### src/logic/itr_pkg.sv
package itr_pkg;

	// ------------------------------------------------------------
	// Sizes and timing
	// ------------------------------------------------------------
	localparam int          NUM_TERM       = 5;
	localparam int          CODE_W         = 14;
	localparam int          CLK_HZ         = 20000000;
	localparam int          FAST_TIME_US   = 2000;
	localparam int          SLOW_TIME_US   = 20000;
	localparam int          FILTER_TIME_US = 10000;
	localparam int          FAST_CYC       = FAST_TIME_US * (CLK_HZ / 1000000);
	localparam int          SLOW_CYC       = SLOW_TIME_US * (CLK_HZ / 1000000);
	localparam int          FILTER_CYC     = FILTER_TIME_US * (CLK_HZ / 1000000);
	localparam int          SYNC_CYC       = 3;

	// ------------------------------------------------------------
	// Register byte offsets
	// ------------------------------------------------------------
	localparam logic [7:0]  OFS_FWD_SEL    = 8'h00;
	localparam logic [7:0]  OFS_REV_SEL    = 8'h04;
	localparam logic [7:0]  OFS_LOW_SEL    = 8'h08;
	localparam logic [7:0]  OFS_MID_SEL    = 8'h0c;
	localparam logic [7:0]  OFS_HIGH_SEL   = 8'h10;
	localparam logic [7:0]  OFS_POLARITY   = 8'h14;
	localparam logic [7:0]  OFS_REMOTE     = 8'h18;
	localparam logic [7:0]  OFS_OPMODE     = 8'h1c;
	localparam logic [7:0]  OFS_CTRL       = 8'h20;
	localparam logic [7:0]  OFS_FUNC_STAT  = 8'h24;
	localparam logic [7:0]  OFS_DRV_STAT   = 8'h28;

	// ------------------------------------------------------------
	// Function codes
	// ------------------------------------------------------------
	localparam logic [13:0] CD_LOW    = 14'h0000;
	localparam logic [13:0] CD_MID    = 14'h0001;
	localparam logic [13:0] CD_HIGH   = 14'h0002;
	localparam logic [13:0] CD_SECOND = 14'h0003;
	localparam logic [13:0] CD_ALTCUR = 14'h0004;
	localparam logic [13:0] CD_INCH   = 14'h0005;
	localparam logic [13:0] CD_THERM  = 14'h0007;
	localparam logic [13:0] CD_REX    = 14'h0008;
	localparam logic [13:0] CD_PERMIT = 14'h000a;
	localparam logic [13:0] CD_INTLK  = 14'h000c;
	localparam logic [13:0] CD_PID    = 14'h000e;
	localparam logic [13:0] CD_PEXT   = 14'h0010;
	localparam logic [13:0] CD_VF     = 14'h0012;
	localparam logic [13:0] CD_INHIB  = 14'h0018;
	localparam logic [13:0] CD_HOLD   = 14'h0019;
	localparam logic [13:0] CD_FWD    = 14'h003c;
	localparam logic [13:0] CD_REV    = 14'h003d;
	localparam logic [13:0] CD_CLEAR  = 14'h003e;
	localparam logic [13:0] CD_PCOMM  = 14'h0041;
	localparam logic [13:0] CD_ECOMM  = 14'h0042;
	localparam logic [13:0] CD_CMDSRC = 14'h0043;
	localparam logic [13:0] CD_NONE   = 14'h270f;

	// ------------------------------------------------------------
	// Reset values and setting encodings
	// ------------------------------------------------------------
	localparam logic [13:0] FWD_SEL_RST   = CD_FWD;
	localparam logic [13:0] REV_SEL_RST   = CD_REV;
	localparam logic [13:0] LOW_SEL_RST   = CD_LOW;
	localparam logic [13:0] MID_SEL_RST   = CD_MID;
	localparam logic [13:0] HIGH_SEL_RST  = CD_HIGH;
	localparam int          TERM_FWD      = 0;
	localparam int          TERM_REV      = 1;
	localparam logic [2:0]  POL_NO        = 3'h0;
	localparam logic [2:0]  POL_NC        = 3'h2;
	localparam logic [2:0]  POL_NC_TERM   = 3'h4;
	localparam logic [7:0]  REMOTE_RST    = 8'h00;
	localparam logic [7:0]  OPMODE_RST    = 8'h00;
	localparam logic [7:0]  OPMODE_INTLK  = 8'h07;

	// ------------------------------------------------------------
	// Function vector bit positions
	// ------------------------------------------------------------
	localparam int FN_FWD = 0;
	localparam int FN_REV = 1;
	localparam int FN_LOW = 2;
	localparam int FN_MID = 3;
	localparam int FN_HIGH = 4;
	localparam int FN_RCLR = 5;
	localparam int FN_RDEC = 6;
	localparam int FN_RACC = 7;
	localparam int FN_SECOND = 8;
	localparam int FN_ALTCUR = 9;
	localparam int FN_VOLTOK = 10;
	localparam int FN_INCH = 11;
	localparam int FN_THERM = 12;
	localparam int FN_REX = 13;
	localparam int FN_PERMIT = 14;
	localparam int FN_INTLK = 15;
	localparam int FN_PID = 16;
	localparam int FN_PEXT = 17;
	localparam int FN_VF = 18;
	localparam int FN_INHIB = 19;
	localparam int FN_CLEAR = 20;
	localparam int FN_HOLD = 21;
	localparam int FN_PCOMM = 22;
	localparam int FN_ECOMM = 23;
	localparam int FN_CMDSRC = 24;
	localparam int FN_W = 25;

	localparam logic [1:0]  SRC_ANALOG = 2'h0;
	localparam logic [1:0]  SRC_INCH   = 2'h1;
	localparam logic [1:0]  SRC_PRESET = 2'h2;
	localparam logic [1:0]  SRC_PID    = 2'h3;

	localparam logic [1:0]  RESP_OKAY   = 2'h0;
	localparam logic [1:0]  RESP_SLVERR = 2'h2;
	localparam logic [1:0]  RESP_DECERR = 2'h3;

	typedef enum logic [2:0] {
		ST_IDLE  = 3'b001,
		ST_RUN   = 3'b010,
		ST_DECEL = 3'b100
	} itr_drv_state_t;

	// Selection code accepted on a given terminal
	function automatic logic code_ok(input logic [13:0] c, input int term);
		logic ok;
		ok = (c <= CD_INCH) || (c == CD_THERM) || (c == CD_REX) || (c == CD_PERMIT)
			|| (c == CD_INTLK) || (c == CD_PID) || (c == CD_PEXT) || (c == CD_VF)
			|| (c == CD_INHIB) || (c == CD_HOLD) || (c == CD_CLEAR)
			|| (c >= CD_PCOMM && c <= CD_CMDSRC) || (c == CD_NONE);
		if (c == CD_FWD)
			ok = (term == TERM_FWD);
		if (c == CD_REV)
			ok = (term == TERM_REV);
		return ok;
	endfunction : code_ok

endpackage : itr_pkg

### src/logic/itr_in_filter.sv
module itr_in_filter
	import itr_pkg::*;
#(
	parameter int FILTER_CYC_P = FILTER_CYC,
	parameter int CNT_W        = 18
) (
	// Clock and reset
	input  wire logic aclk,
	input  wire logic aresetn,
	// Terminal pin
	input  wire logic pin_in,
	// Filtered levels
	output logic      fast_out,
	output logic      slow_out
);

	typedef struct packed {
		logic             s1;
		logic             s2;
		logic             s3;
		logic             fast;
		logic             slow;
		logic [CNT_W-1:0] cnt;
	} itr_flt_state_t;

	itr_flt_state_t q;
	itr_flt_state_t d;

	if (FILTER_CYC_P < 1 || FILTER_CYC_P + SYNC_CYC > SLOW_CYC
		|| FILTER_CYC_P >= (1 << CNT_W)) begin : g_bad_filter
		$error("itr_in_filter: FILTER_CYC_P out of range");
	end

	always_comb begin
		d = q;
		d.s1 = pin_in;
		d.s2 = q.s1;
		d.s3 = q.s2;
		if (q.s2 == q.s3)
			d.fast = q.s3;
		// Slow path needs the level stable for the whole filter time
		if (q.s2 != q.s3 || q.s3 == q.slow) begin
			d.cnt = '0;
		end else if (q.cnt == CNT_W'(FILTER_CYC_P - 1)) begin
			d.slow = q.s3;
			d.cnt = '0;
		end else begin
			d.cnt = q.cnt + CNT_W'(1);
		end
	end

	always_ff @(posedge aclk) begin
		if (!aresetn)
			q <= '0;
		else
			q <= d;
	end

	assign fast_out = q.fast;
	assign slow_out = q.slow;

endmodule : itr_in_filter

### src/logic/itr_router.sv
module itr_router
	import itr_pkg::*;
#(
	parameter int ADDR_W       = 8,
	parameter int FILTER_CYC_P = FILTER_CYC
) (
	// Clock and reset
	input  wire logic              aclk,
	input  wire logic              aresetn,
	// AXI4-Lite write address and data
	input  wire logic [ADDR_W-1:0] s_axi_awaddr,
	input  wire logic              s_axi_awvalid,
	output logic                   s_axi_awready,
	input  wire logic [31:0]       s_axi_wdata,
	input  wire logic [3:0]        s_axi_wstrb,
	input  wire logic              s_axi_wvalid,
	output logic                   s_axi_wready,
	// AXI4-Lite write response
	output logic [1:0]             s_axi_bresp,
	output logic                   s_axi_bvalid,
	input  wire logic              s_axi_bready,
	// AXI4-Lite read
	input  wire logic [ADDR_W-1:0] s_axi_araddr,
	input  wire logic              s_axi_arvalid,
	output logic                   s_axi_arready,
	output logic [31:0]            s_axi_rdata,
	output logic [1:0]             s_axi_rresp,
	output logic                   s_axi_rvalid,
	input  wire logic              s_axi_rready,
	// Input terminals and drive feedback
	input  wire logic [4:0]        term_pin,
	input  wire logic              decel_done,
	// Mapped functions
	output logic                   fwd_run_cmd,
	output logic                   rev_run_cmd,
	output logic                   low_speed_cmd,
	output logic                   mid_speed_cmd,
	output logic                   high_speed_cmd,
	output logic                   remote_clear,
	output logic                   remote_decel,
	output logic                   remote_accel,
	output logic                   second_set_select,
	output logic                   alt_current_input_sel,
	output logic                   voltage_input_valid,
	output logic                   inching_sel,
	output logic                   thermal_trip_in,
	output logic                   speed_extend_sel,
	output logic                   run_permit,
	output logic                   panel_interlock,
	output logic                   pid_enable,
	output logic                   panel_ext_switch,
	output logic                   vf_mode_switch,
	output logic                   output_inhibit,
	output logic                   drive_clear_request,
	output logic                   self_hold_sel,
	output logic                   panel_comm_switch,
	output logic                   ext_comm_switch,
	output logic                   cmd_source_switch,
	output logic [1:0]             speed_source,
	// Drive output gating
	output logic                   drive_out_en,
	output logic                   decel_req
);

	typedef struct packed {
		logic                       aw_ok;
		logic [7:0]                 awaddr;
		logic                       w_ok;
		logic [31:0]                wdata;
		logic [3:0]                 wstrb;
		logic                       bvalid;
		logic [1:0]                 bresp;
		logic                       rvalid;
		logic [31:0]                rdata;
		logic [1:0]                 rresp;
		logic [NUM_TERM-1:0][13:0]  sel;
		logic [2:0]                 pol;
		logic [7:0]                 rmode;
		logic [7:0]                 opmode;
		logic                       comm_inh;
		logic                       vf;
		itr_drv_state_t             state;
		logic [FN_W-1:0]            fn;
		logic [1:0]                 spd;
	} itr_state_t;

	itr_state_t q;
	itr_state_t d;

	logic [NUM_TERM-1:0] fast_lvl;
	logic [NUM_TERM-1:0] slow_lvl;

	if (ADDR_W < 8) begin : g_bad_addr
		$error("itr_router: ADDR_W below 8");
	end

	// ------------------------------------------------------------
	// Terminal synchronisers and filters
	// ------------------------------------------------------------
	for (genvar t = 0; t < NUM_TERM; t++) begin : g_term
		itr_in_filter #(
			.FILTER_CYC_P (FILTER_CYC_P)
		) u_flt (
			.aclk     (aclk),
			.aresetn  (aresetn),
			.pin_in   (term_pin[t]),
			.fast_out (fast_lvl[t]),
			.slow_out (slow_lvl[t])
		);
	end

	// ------------------------------------------------------------
	// Helpers
	// ------------------------------------------------------------
	function automatic logic hit(input logic [NUM_TERM-1:0][13:0] s,
		input logic [NUM_TERM-1:0] l, input logic [13:0] c);
		logic r;
		r = 1'b0;
		for (int i = 0; i < NUM_TERM; i++)
			r = r | (s[i] == c && l[i]);
		return r;
	endfunction : hit

	function automatic logic assigned(input logic [NUM_TERM-1:0][13:0] s,
		input logic [13:0] c);
		return hit(s, {NUM_TERM{1'b1}}, c);
	endfunction : assigned

	function automatic logic [31:0] merge(input logic [31:0] old,
		input logic [31:0] nw, input logic [3:0] strb);
		logic [31:0] r;
		for (int b = 0; b < 4; b++)
			r[b*8 +: 8] = strb[b] ? nw[b*8 +: 8] : old[b*8 +: 8];
		return r;
	endfunction : merge

	// ------------------------------------------------------------
	// Next state
	// ------------------------------------------------------------
	logic        ainh_t;
	logic        en;
	logic        inh;
	logic        permit;
	logic        run_cmd;
	logic        go;
	logic        preset;
	logic [31:0] wv;
	logic [31:0] old;
	logic [3:0]  widx;

	always_comb begin
		d = q;
		wv = '0;
		old = '0;
		widx = '0;

		// Inhibit and permit use the fast path
		ainh_t = hit(q.sel, fast_lvl, CD_INHIB);
		case (q.pol)
			POL_NC:      en = ainh_t && q.comm_inh;
			POL_NC_TERM: en = ainh_t && !q.comm_inh;
			default:     en = !ainh_t && !q.comm_inh;
		endcase
		inh = !en;
		if (assigned(q.sel, CD_PERMIT))
			permit = hit(q.sel, fast_lvl, CD_PERMIT);
		else
			permit = !inh;

		d.fn = '0;
		d.fn[FN_FWD] = hit(q.sel, slow_lvl, CD_FWD);
		d.fn[FN_REV] = hit(q.sel, slow_lvl, CD_REV);
		if (q.rmode == REMOTE_RST) begin
			d.fn[FN_LOW] = hit(q.sel, slow_lvl, CD_LOW);
			d.fn[FN_MID] = hit(q.sel, slow_lvl, CD_MID);
			d.fn[FN_HIGH] = hit(q.sel, slow_lvl, CD_HIGH);
		end else begin
			d.fn[FN_RCLR] = hit(q.sel, slow_lvl, CD_LOW);
			d.fn[FN_RDEC] = hit(q.sel, slow_lvl, CD_MID);
			d.fn[FN_RACC] = hit(q.sel, slow_lvl, CD_HIGH);
		end
		d.fn[FN_ALTCUR] = hit(q.sel, slow_lvl, CD_ALTCUR);
		d.fn[FN_VOLTOK] = !d.fn[FN_ALTCUR];
		d.fn[FN_INCH] = hit(q.sel, slow_lvl, CD_INCH);
		d.fn[FN_THERM] = hit(q.sel, ~slow_lvl, CD_THERM);
		d.fn[FN_REX] = hit(q.sel, slow_lvl, CD_REX);
		d.fn[FN_PERMIT] = permit;
		if (assigned(q.sel, CD_INTLK))
			d.fn[FN_INTLK] = hit(q.sel, slow_lvl, CD_INTLK);
		else
			d.fn[FN_INTLK] = (q.opmode == OPMODE_INTLK) && inh;
		d.fn[FN_PID] = hit(q.sel, slow_lvl, CD_PID);
		d.fn[FN_PEXT] = hit(q.sel, slow_lvl, CD_PEXT);
		d.fn[FN_PCOMM] = hit(q.sel, slow_lvl, CD_PCOMM);
		d.fn[FN_ECOMM] = hit(q.sel, slow_lvl, CD_ECOMM);
		d.fn[FN_CMDSRC] = hit(q.sel, slow_lvl, CD_CMDSRC);
		d.fn[FN_INHIB] = inh;
		d.fn[FN_CLEAR] = hit(q.sel, slow_lvl, CD_CLEAR);
		d.fn[FN_HOLD] = hit(q.sel, slow_lvl, CD_HOLD);

		// Control method changes only while stopped
		if (q.state == ST_IDLE)
			d.vf = hit(q.sel, slow_lvl, CD_VF);
		d.fn[FN_VF] = q.vf;
		d.fn[FN_SECOND] = hit(q.sel, slow_lvl, CD_SECOND) || hit(q.sel, slow_lvl, CD_VF);

		preset = d.fn[FN_LOW] || d.fn[FN_MID] || d.fn[FN_HIGH] || d.fn[FN_REX];
		if (d.fn[FN_INCH])
			d.spd = SRC_INCH;
		else if (preset)
			d.spd = SRC_PRESET;
		else if (d.fn[FN_PID])
			d.spd = SRC_PID;
		else
			d.spd = SRC_ANALOG;

		// Drive sequencing
		run_cmd = q.fn[FN_FWD] ^ q.fn[FN_REV];
		go = run_cmd && permit && !inh;
		case (q.state)
			ST_IDLE: begin
				if (go)
					d.state = ST_RUN;
			end
			ST_RUN: begin
				if (inh || !permit)
					d.state = ST_IDLE;
				else if (!run_cmd)
					d.state = ST_DECEL;
			end
			ST_DECEL: begin
				if (inh || !permit || decel_done)
					d.state = ST_IDLE;
				else if (go)
					d.state = ST_RUN;
			end
			default: d.state = ST_IDLE;
		endcase

		// ------------------------------------------------------------
		// AXI4-Lite write
		// ------------------------------------------------------------
		if (s_axi_awvalid && !q.aw_ok) begin
			d.aw_ok = 1'b1;
			d.awaddr = s_axi_awaddr[7:0];
		end
		if (s_axi_wvalid && !q.w_ok) begin
			d.w_ok = 1'b1;
			d.wdata = s_axi_wdata;
			d.wstrb = s_axi_wstrb;
		end
		if (q.bvalid && s_axi_bready)
			d.bvalid = 1'b0;
		if (q.aw_ok && q.w_ok && !q.bvalid) begin
			d.aw_ok = 1'b0;
			d.w_ok = 1'b0;
			d.bvalid = 1'b1;
			d.bresp = RESP_OKAY;
			widx = q.awaddr[5:2];
			if (q.awaddr[7:6] != 2'h0 || q.awaddr > OFS_DRV_STAT
				|| q.awaddr[1:0] != 2'h0) begin
				d.bresp = RESP_DECERR;
			end else if (q.awaddr <= OFS_HIGH_SEL) begin
				old = {18'h0, q.sel[widx]};
				wv = merge(old, q.wdata, q.wstrb);
				if (wv[31:14] == '0 && code_ok(wv[13:0], int'(widx)))
					d.sel[widx] = wv[13:0];
				else
					d.bresp = RESP_SLVERR;
			end else if (q.awaddr == OFS_POLARITY) begin
				wv = merge({29'h0, q.pol}, q.wdata, q.wstrb);
				if (wv == 32'(POL_NO) || wv == 32'(POL_NC) || wv == 32'(POL_NC_TERM))
					d.pol = wv[2:0];
				else
					d.bresp = RESP_SLVERR;
			end else if (q.awaddr == OFS_REMOTE) begin
				wv = merge({24'h0, q.rmode}, q.wdata, q.wstrb);
				d.rmode = wv[7:0];
			end else if (q.awaddr == OFS_OPMODE) begin
				wv = merge({24'h0, q.opmode}, q.wdata, q.wstrb);
				d.opmode = wv[7:0];
			end else if (q.awaddr == OFS_CTRL) begin
				wv = merge({31'h0, q.comm_inh}, q.wdata, q.wstrb);
				d.comm_inh = wv[0];
			end else begin
				d.bresp = RESP_SLVERR;
			end
		end

		// ------------------------------------------------------------
		// AXI4-Lite read
		// ------------------------------------------------------------
		if (q.rvalid && s_axi_rready)
			d.rvalid = 1'b0;
		if (s_axi_arvalid && !q.rvalid) begin
			d.rvalid = 1'b1;
			d.rresp = RESP_OKAY;
			d.rdata = '0;
			if (s_axi_araddr[7:0] <= OFS_HIGH_SEL)
				d.rdata = {18'h0, q.sel[s_axi_araddr[5:2]]};
			else if (s_axi_araddr[7:0] == OFS_POLARITY)
				d.rdata = {29'h0, q.pol};
			else if (s_axi_araddr[7:0] == OFS_REMOTE)
				d.rdata = {24'h0, q.rmode};
			else if (s_axi_araddr[7:0] == OFS_OPMODE)
				d.rdata = {24'h0, q.opmode};
			else if (s_axi_araddr[7:0] == OFS_CTRL)
				d.rdata = {31'h0, q.comm_inh};
			else if (s_axi_araddr[7:0] == OFS_FUNC_STAT)
				d.rdata = {7'h0, q.fn};
			else if (s_axi_araddr[7:0] == OFS_DRV_STAT)
				d.rdata = {26'h0, q.vf, q.spd, q.state};
			else
				d.rresp = RESP_DECERR;
			if (s_axi_araddr[1:0] != 2'h0 || (s_axi_araddr >> 8) != '0) begin
				d.rdata = '0;
				d.rresp = RESP_DECERR;
			end
		end
		if (s_axi_awvalid && !q.aw_ok && (s_axi_awaddr >> 8) != '0)
			d.awaddr = 8'hff;
	end

	always_ff @(posedge aclk) begin
		if (!aresetn) begin
			q <= '0;
			q.sel[0] <= FWD_SEL_RST;
			q.sel[1] <= REV_SEL_RST;
			q.sel[2] <= LOW_SEL_RST;
			q.sel[3] <= MID_SEL_RST;
			q.sel[4] <= HIGH_SEL_RST;
			q.pol <= POL_NO;
			q.rmode <= REMOTE_RST;
			q.opmode <= OPMODE_RST;
			q.state <= ST_IDLE;
		end else begin
			q <= d;
		end
	end

	// ------------------------------------------------------------
	// Outputs
	// ------------------------------------------------------------
	assign s_axi_awready         = !q.aw_ok;
	assign s_axi_wready          = !q.w_ok;
	assign s_axi_bvalid          = q.bvalid;
	assign s_axi_bresp           = q.bresp;
	assign s_axi_arready         = !q.rvalid;
	assign s_axi_rvalid          = q.rvalid;
	assign s_axi_rdata           = q.rdata;
	assign s_axi_rresp           = q.rresp;
	assign fwd_run_cmd           = q.fn[FN_FWD];
	assign rev_run_cmd           = q.fn[FN_REV];
	assign low_speed_cmd         = q.fn[FN_LOW];
	assign mid_speed_cmd         = q.fn[FN_MID];
	assign high_speed_cmd        = q.fn[FN_HIGH];
	assign remote_clear          = q.fn[FN_RCLR];
	assign remote_decel          = q.fn[FN_RDEC];
	assign remote_accel          = q.fn[FN_RACC];
	assign second_set_select     = q.fn[FN_SECOND];
	assign alt_current_input_sel = q.fn[FN_ALTCUR];
	assign voltage_input_valid   = q.fn[FN_VOLTOK];
	assign inching_sel           = q.fn[FN_INCH];
	assign thermal_trip_in       = q.fn[FN_THERM];
	assign speed_extend_sel      = q.fn[FN_REX];
	assign run_permit            = q.fn[FN_PERMIT];
	assign panel_interlock       = q.fn[FN_INTLK];
	assign pid_enable            = q.fn[FN_PID];
	assign panel_ext_switch      = q.fn[FN_PEXT];
	assign vf_mode_switch        = q.fn[FN_VF];
	assign output_inhibit        = q.fn[FN_INHIB];
	assign drive_clear_request   = q.fn[FN_CLEAR];
	assign self_hold_sel         = q.fn[FN_HOLD];
	assign panel_comm_switch     = q.fn[FN_PCOMM];
	assign ext_comm_switch       = q.fn[FN_ECOMM];
	assign cmd_source_switch     = q.fn[FN_CMDSRC];
	assign speed_source          = q.spd;
	assign drive_out_en          = q.state != ST_IDLE;
	assign decel_req             = q.state == ST_DECEL;

endmodule : itr_router

### config.mk
export PLATFORM = sky130hd
export DESIGN_NAME = itr_router
export DESIGN_NICKNAME = d
export VERILOG_FILES = /design/src/logic/itr_pkg.sv /design/src/logic/itr_in_filter.sv /design/src/logic/itr_router.sv
export SDC_FILE = /design/constraint.sdc
export NUM_CORES = 1
export LEC_CHECK = 0
export BUFFER_PORTS_ARGS = -buffer_cell sky130_fd_sc_hd__buf_4
export CAP_MARGIN = 20
export CORE_ASPECT_RATIO = 0.75
export CORE_MARGIN = 3
export CORE_UTILIZATION = 60
export CTS_BUF_LIST = sky130_fd_sc_hd__clkbuf_16
export DETAILED_ROUTE_END_ITERATION = 7
export PLACE_DENSITY = 0.82
export REMOVE_ABC_BUFFERS = 1
export SKIP_LAST_GASP = 1
export SYNTH_ARGS = -nofsm -noshare
export SYNTH_HDL_FRONTEND = slang
export SYNTH_SLANG_ARGS = --single-unit
### constraint.sdc
create_clock -name aclk -period 3.7 [get_ports aclk]
set_input_delay 0.37 -clock aclk [delete_from_list [all_inputs] [get_ports aclk]]
set_output_delay 0.37 -clock aclk [all_outputs]
set_load 0.02 [all_outputs]
## Word-level counts from Yosys, hierarchy flattened

Index checks and enable logic that the tools add are counted.

| word-level totals | value |
|---|---|
| register bits after elaboration | 320 |
| logic and storage cells | 574 |
| input bits | 65 |

| operators by class | value |
|---|---|
| bitwise operators | 105 |
| equal/unequal tests | 154 |
| $add $sub $neg | 5 |
| reductions and logical operators | 189 |
| magnitude comparators | 9 |
| muxes and demuxes | 57 |

Operator list:

| kind | number |
|---|---|
| 14-bit by 4-bit equality test with 1-bit output (second input constant) | 24 |
| 14-bit by 5-bit equality test with 1-bit output (second input constant) | 24 |
| 14-bit by 6-bit equality test with 1-bit output (second input constant) | 18 |
| 14-bit by 3-bit equality test with 1-bit output (second input constant) | 16 |
| 14-bit by 7-bit equality test with 1-bit output (second input constant) | 15 |
| 14-bit by 2-bit equality test with 1-bit output (second input constant) | 10 |
| 25-bit 2-to-1 mux | 5 |
| 1-bit logical AND | 121 |
| 1-bit bitwise OR | 92 |
| 18-bit by 1-bit adder with 18-bit output (second input constant) | 5 |
| 18-bit equality test (second input constant) | 5 |
| 14-bit binary-select mux with 3-bit select | 2 |
| 70-bit bitwise mux | 1 |
| 14-bit by 1-bit equality test with 1-bit output (second input constant) | 5 |
| 14-bit logical NOT | 5 |
| 8-bit by 5-bit equality test with 1-bit output (second input constant) | 6 |
| 8-bit 2-to-1 mux | 6 |
| 14-bit demux with 3-bit select | 1 |
| 14-bit 2-to-1 mux | 3 |
| 35-bit 2-to-1 mux | 1 |
| 2-bit 2-to-1 mux | 17 |
| 34-bit 2-to-1 mux | 1 |
| 32-bit by 2-bit equality test with 1-bit output (second input constant) | 1 |
| 32-bit by 3-bit equality test with 1-bit output (second input constant) | 1 |
| other kinds (42) | 134 |

## Depth between registers and ports, before layout

| depth | value |
|---|---|
| depth in word-level cells | 26 |
| depth in mapped cells | 12 |
| mapped depth without buffers | 8 |

## By module

From an unflattened synthesis, not the netlist that was laid out.

| unflattened totals | value |
|---|---|
| cells, all modules | 1874 |
| area, all modules | 16164.3 µm² |

Modules (own cells, without submodules):

| module | cells an instance | times used | area an instance (µm²) |
|---|---|---|---|
| itr_router | 1309 | 1 | 10896.7 |
| itr_in_filter | 113 | 5 | 1053.5 |

## Least setup slack after synthesis

Ideal clock, no wire load.

| timing | value |
|---|---|
| kind | reg2reg |
| start | register q[199] (netlist bit) |
| end | register q[65] (netlist bit) |
| stages on the path, launching flop included | 12 |
| buffers on the path | 3 |
| data arrival time | 2.938 ns |
| setup slack | 0.642 ns |
| setup time | 0.120 ns |
| cells stage by stage | dfxtp_1 > buf_2 > buf_4 > buf_6 > mux4_2 > o21ai_2 > o2111ai_1 > or4b_4 > o41ai_4 > a21oi_4 > and4_4 > a211o_1 |

| on the way | value |
|---|---|
| cells in the longest elaborated chain, start to end | 23 |
| elaborated cells between the ends (all ways) | 53 |

RTL lines:

| what | RTL line | source |
|---|---|---|
| start, declared | itr_router.sv:87 | `itr_state_t q;` |
| 14-bit binary-select mux with 3-bit select | itr_router.sv:264 | `old = {18'h0, q.sel[widx]};` |
| 14-bit 2-to-1 mux (not written as such) | itr_router.sv:264 |  |
| 8-bit 2-to-1 mux | itr_router.sv:133 | `r[b*8 +: 8] = strb[b] ? nw[b*8 +: 8] : old[b*8 +: 8];` |
| 14-bit by 3-bit <= comparator with 1-bit output / 14-bit by 3-bit equality test with 1-bit output (equally long branches) | itr_pkg.sv:123 | `ok = (c <= CD_INCH) \|\| (c == CD_THERM) \|\| (c == CD_REX) \|\| (c == CD_PERMIT)` |
| 1-bit logical OR (3 in a row) | itr_pkg.sv:123 |  |
| 1-bit logical OR (4 in a row) | itr_pkg.sv:124 | `\|\| (c == CD_INTLK) \|\| (c == CD_PID) \|\| (c == CD_PEXT) \|\| (c == CD_VF)` |
| 1-bit logical OR (3 in a row) | itr_pkg.sv:125 | `\|\| (c == CD_INHIB) \|\| (c == CD_HOLD) \|\| (c == CD_CLEAR)` |
| 1-bit logical OR (2 in a row) | itr_pkg.sv:126 | `\|\| (c >= CD_PCOMM && c <= CD_CMDSRC) \|\| (c == CD_NONE);` |
| 1-bit 2-to-1 mux | itr_pkg.sv:127 | `if (c == CD_FWD)` |
| 1-bit 2-to-1 mux | itr_pkg.sv:129 | `if (c == CD_REV)` |
| 1-bit 2-to-1 mux | itr_router.sv:263 | `end else if (q.awaddr <= OFS_HIGH_SEL) begin` |
| 1-bit 2-to-1 mux | itr_router.sv:260 | `if (q.awaddr[7:6] != 2'h0 \|\| q.awaddr > OFS_DRV_STAT` |
| 1-bit 2-to-1 mux | itr_router.sv:254 | `if (q.aw_ok && q.w_ok && !q.bvalid) begin` |
| 1-bit logical AND | itr_router.sv:266 | `if (wv[31:14] == '0 && code_ok(wv[13:0], int'(widx)))` |
| 4-bit AND reduction (no source line) | - |  |

Several ways; a longest one is shown, not always the timed one. The select of a mux whose other input is x is not followed.
A chain may end at the register's enable or synchronous reset.

## Final worst setup path

| timing | value |
|---|---|
| start | register q[198] (netlist bit) |
| end | register q[119] (netlist bit) |

Same word-level chain as after synthesis.

==> impl_results.md <==
* Clock-pin transition on the worst setup and hold timing paths at 70 ps
* Count of standard-cell rows at 50
* Width of the chip at 193 um
* Clock network fraction of total power at 0.443
* Cell chain of the critical path: buf_12 > nor3b_4 > a22oi_1 > or4_1 > a211o_1 > or4_4 > a21oi_4 > nand4_4 > and3_1
* Class of the most critical setup path: reg -> reg
* Worst Tran Pin Value at 1080 ps
* Sequential area share after synthesis at 0.396
* Total vias in the final route at 15600
* Post-detailed-placement half-perimeter wirelength at 42000 um
* Period Utilization, post-route at 0.968
* Outcome: finished, final reports clean
* Logic depth of the worst register-to-register path at 9
* Predominant post-synthesis flop cell: sky130_fd_sc_hd__dfxtp_1
* Fill cell total of the finished layout at 1921
* Element type at the critical path end: flip-flop
* Required time of the critical path at 4160 ps
* Number of buffers added for setup after CTS at 0
* Final Hold Slack at 14.8 ps
* Share of flip-flops with an asynchronous set or reset at 0
* Clock Tree Root: sky130_fd_sc_hd__clkbuf_16
* First-pass GRT wire length at 86800 um
* Count of boundary I/O pins at 135
* Dpl ws at 226 ps
* Hold Path Stages at 2
* Number of antenna cells inserted at 0
* H-tree levels at 1
* Number of register bits inferred by synthesis at 312
* Relative slew margins at 0.277
* Cell with the biggest individual delay on the critical path: sky130_fd_sc_hd__or4_1
* Number of hold violations in the final report at 0
* Logic pwr share at 0.079
* P_int at 5.46 mW
* Crit Reg-Reg Endpoint: q[119]
* Initial drt markers at 2147
* Switching share of power at 0.243
* Arrival time worst endpoint at 4040 ps
* Max Clk Rate at 279 MHz
* Area of the core region at 25400 sq um
* Power density over the cells at 398 nW/um^2
* Reported max-cap violation count at 0
* Delay contributed by the slowest stage of the critical path at 550 ps
* Sequential power share at 0.478
* RSZ-0062 raised after global routing: false
* Setup TNS at 0 ps
* Peak fanout along the critical path at 26
* Share of final-layout standard cells stronger than drive strength 1 at 0.143
* Sink of the worst hold path: g_term[0].u_flt.d[21]
* Post-Route Utilization at 0.713
* Overall global routing resource usage at 0.393
* Final clock skew at 19.0 ps
* Number of nets in the layout at 2096
* Initial antenna violation count at 0
* Pin count of the biggest net entering global routing at 87
* PostCTS Resize Cnt at 0
* Clock tree from TritonCTS: built
* Total setup violations reported at the end of the flow at 0
* Via-to-Cell Ratio at 6.54
* Number of buffers and inverters on the critical path at 1
* Final weighted congestion of routability-driven global placement at 1.08
* Reg-to-Reg Start: q[198]
* Clock sinks at 312
* Layout overhead on the synthesized area at 14.9%
* ANT nets after route at 0
* LEAKAGE at 6.90 nW
* Buffer depth of the longest clock path at 3
* Overall power consumption at 7.21 mW
* Max-slew violation count at 0
* Synthesized instance count at 1924
* Launch instance of the worst min-delay path: term_pin[0]
* Number of enable flip-flop cells after synthesis at 0
* Min setup slack post-route at 120 ps
* Number of DRC violations after detailed routing at 0
* Post-synthesis instance area at 15800 sq um
* Net switching power at 1.76 mW
* Initial core utilization at 0.620
* Wire length per cell at 23.8 um
* Worst IR Drop VDD at 0.388 mV
* TritonCTS buffer count at 30
* Startpoint Class: flip-flop
* First-pass DRT Iterations at 8
* Source-to-sink clock delay at the later pin of the worst-skew pair at 580 ps
* Die ar. at 28300 sq um
* Cell family with most CP delay: simple AND/OR/NAND/NOR gates
* Port bufs at 127
* Vias in the first global route at 14800
* Hold crit path type: in -> reg
* Synth cell types at 86
* Sum of overflow across all layers after global routing at 0
* Final routed wirelength across all metal layers at 56900 um
* Final critical delay including setup and external delays at 3580 ps
* Die extent in y at 146 um
* Mapped Avg Cell Area at 8.19 sq um
* Warnings from Yosys at 0
* Worst reg-to-reg setup slack at 120 ps
==> final cells by class <==
| class | count | area [sq um] | share of cell area |
|---|---|---|---|
| clock buffers | 31 | 776 | 0.0428 |
| clock inverters | 23 | 234 | 0.0129 |
| inverters | 32 | 123 | 0.00677 |
| multi-input cells | 1446 | 8700 | 0.481 |
| flip-flops and latches | 312 | 6250 | 0.345 |
| well taps | 338 | 423 | 0.0234 |
| repair buffers | 204 | 1600 | 0.0886 |
==> per-stage QoR <==
stage	instance area, sq um	instances
finish	18100	2386
global route	18100	2386
CTS	18100	2386
detailed placement	17100	2331
global placement	17100	2329
floorplan	15000	1790
==> synthesized netlist by cell type (11+ instances only) <==
cell / number / area (sq um)
sky130_fd_sc_hd__dfxtp_1: 312 / 6250
sky130_fd_sc_hd__nor2_1: 290 / 1090
sky130_fd_sc_hd__nand2_1: 223 / 837
sky130_fd_sc_hd__a21oi_1: 105 / 526
sky130_fd_sc_hd__nand3_1: 95 / 475
sky130_fd_sc_hd__clkbuf_1: 83 / 312
sky130_fd_sc_hd__mux2i_1: 79 / 791
sky130_fd_sc_hd__o21ai_0: 60 / 300
sky130_fd_sc_hd__xor2_1: 52 / 455
sky130_fd_sc_hd__and3_1: 42 / 263
sky130_fd_sc_hd__nor2b_1: 40 / 250
sky130_fd_sc_hd__buf_4: 39 / 293
sky130_fd_sc_hd__inv_1: 32 / 120
sky130_fd_sc_hd__nor3_1: 32 / 160
sky130_fd_sc_hd__nand4_1: 31 / 194
sky130_fd_sc_hd__and2_1: 30 / 188
sky130_fd_sc_hd__nor4_1: 30 / 188
sky130_fd_sc_hd__a22oi_1: 27 / 203
sky130_fd_sc_hd__xnor2_1: 26 / 228
sky130_fd_sc_hd__nand2b_1: 21 / 131
sky130_fd_sc_hd__a211oi_1: 18 / 135
sky130_fd_sc_hd__o31ai_1: 16 / 120
sky130_fd_sc_hd__o21a_1: 12 / 90.1
sky130_fd_sc_hd__and4_1: 11 / 96.3
sky130_fd_sc_hd__o22ai_1: 11 / 68.8
==> power by group through the flow <==
stage               combinational, mW  clock, mW  sequential (mW)
floorplan                       0.285          0             3.52
CTS                             0.552       3.20             3.45
global placement                0.528          0             3.52
finish                          0.570       3.19             3.45
detailed placement              0.544          0             3.52
global route                    0.604       3.34             3.45
==> cell usage in the layout (no fill, tap or decap), drive strengths merged, types with 10 or more instances in the layout <==
cell type | netlist | layout
and4 | 12 | 12
mux4 | 13 | 13
nor2 | 290 | 290
xnor2 | 26 | 26
buf | 57 | 203
o21ai | 61 | 61
xor2 | 52 | 52
mux2i | 79 | 79
nand2b | 21 | 21
a22oi | 27 | 27
o21a | 12 | 12
nand3 | 96 | 96
o22ai | 11 | 11
clkbuf | 83 | 31
nor3 | 32 | 32
nand4 | 32 | 32
nor4 | 32 | 32
inv | 32 | 35
nor2b | 40 | 40
a211oi | 18 | 18
nor3b | 11 | 11
and2 | 33 | 33
and3 | 42 | 42
a31oi | 10 | 10
dfxtp | 312 | 312
o31ai | 16 | 16
nand2 | 223 | 223
nor4b | 10 | 10
clkinv | 0 | 13
a21oi | 107 | 107
==> registers in the layout, summed over array words and instances, names as in the netlist, 2 cells and up <==
name                   flops
g_term.u_flt.d            10
g_term.u_flt.fast_out      5
g_term.u_flt.q            95
g_term.u_flt.slow_out      5
q                        139
s_axi_bresp                2
s_axi_rdata               25
speed_source               2
==> layer usage <==
metal,vias to the layer above,part of all wire,global-route usage
li1,6987,-,-
met1,7459,0.42,0.553
met2,1024,0.40,0.541
met3,142,0.15,0.189
met4,2,0.027,0.0947
met5,-,0.00042,0
==> logic make-up after synthesis <==
| group | Yosys count | share of synthesized area |
|---|---|---|
| simple gates | 928 | 0.291 |
| fa+ha+maj | 5 | 0.00397 |
| xor+xnor | 78 | 0.0434 |
| flops | 312 | 0.396 |
| buf+inv | 172 | 0.0541 |
| compound gates | 333 | 0.139 |
| other cells | 1 | 0.000238 |
| mux | 95 | 0.0719 |
==> timing repair <==
action | in CTS | in global routing
setup endpoints to repair | 0 | 0
endpoints found under the hold margin | 1 | 0
hold buffers | 1 | 0
==> worst max-delay path by stage <==
stage	start	endpoint	cells past startpoint
2_1_floorplan	q[198]	q[58]	8
3_3_place_gp	q[198]	q[119]	9
3_5_place_dp	q[198]	q[118]	9
4_1_cts	q[198]	q[119]	9
5_1_grt	q[198]	q[84]	10
6_report	q[198]	q[119]	9
==> worst reg2reg max path: cells and delay by family, from the launching register on <==
kind                   cells  cell delay, ps
AOI/OAI and AO/OA          3             770
DFF                        1             330
and+or+nand+nor            5            2190
buffers and inverters      1             170
No activity file was read; power rests on OpenSTA's default activity.
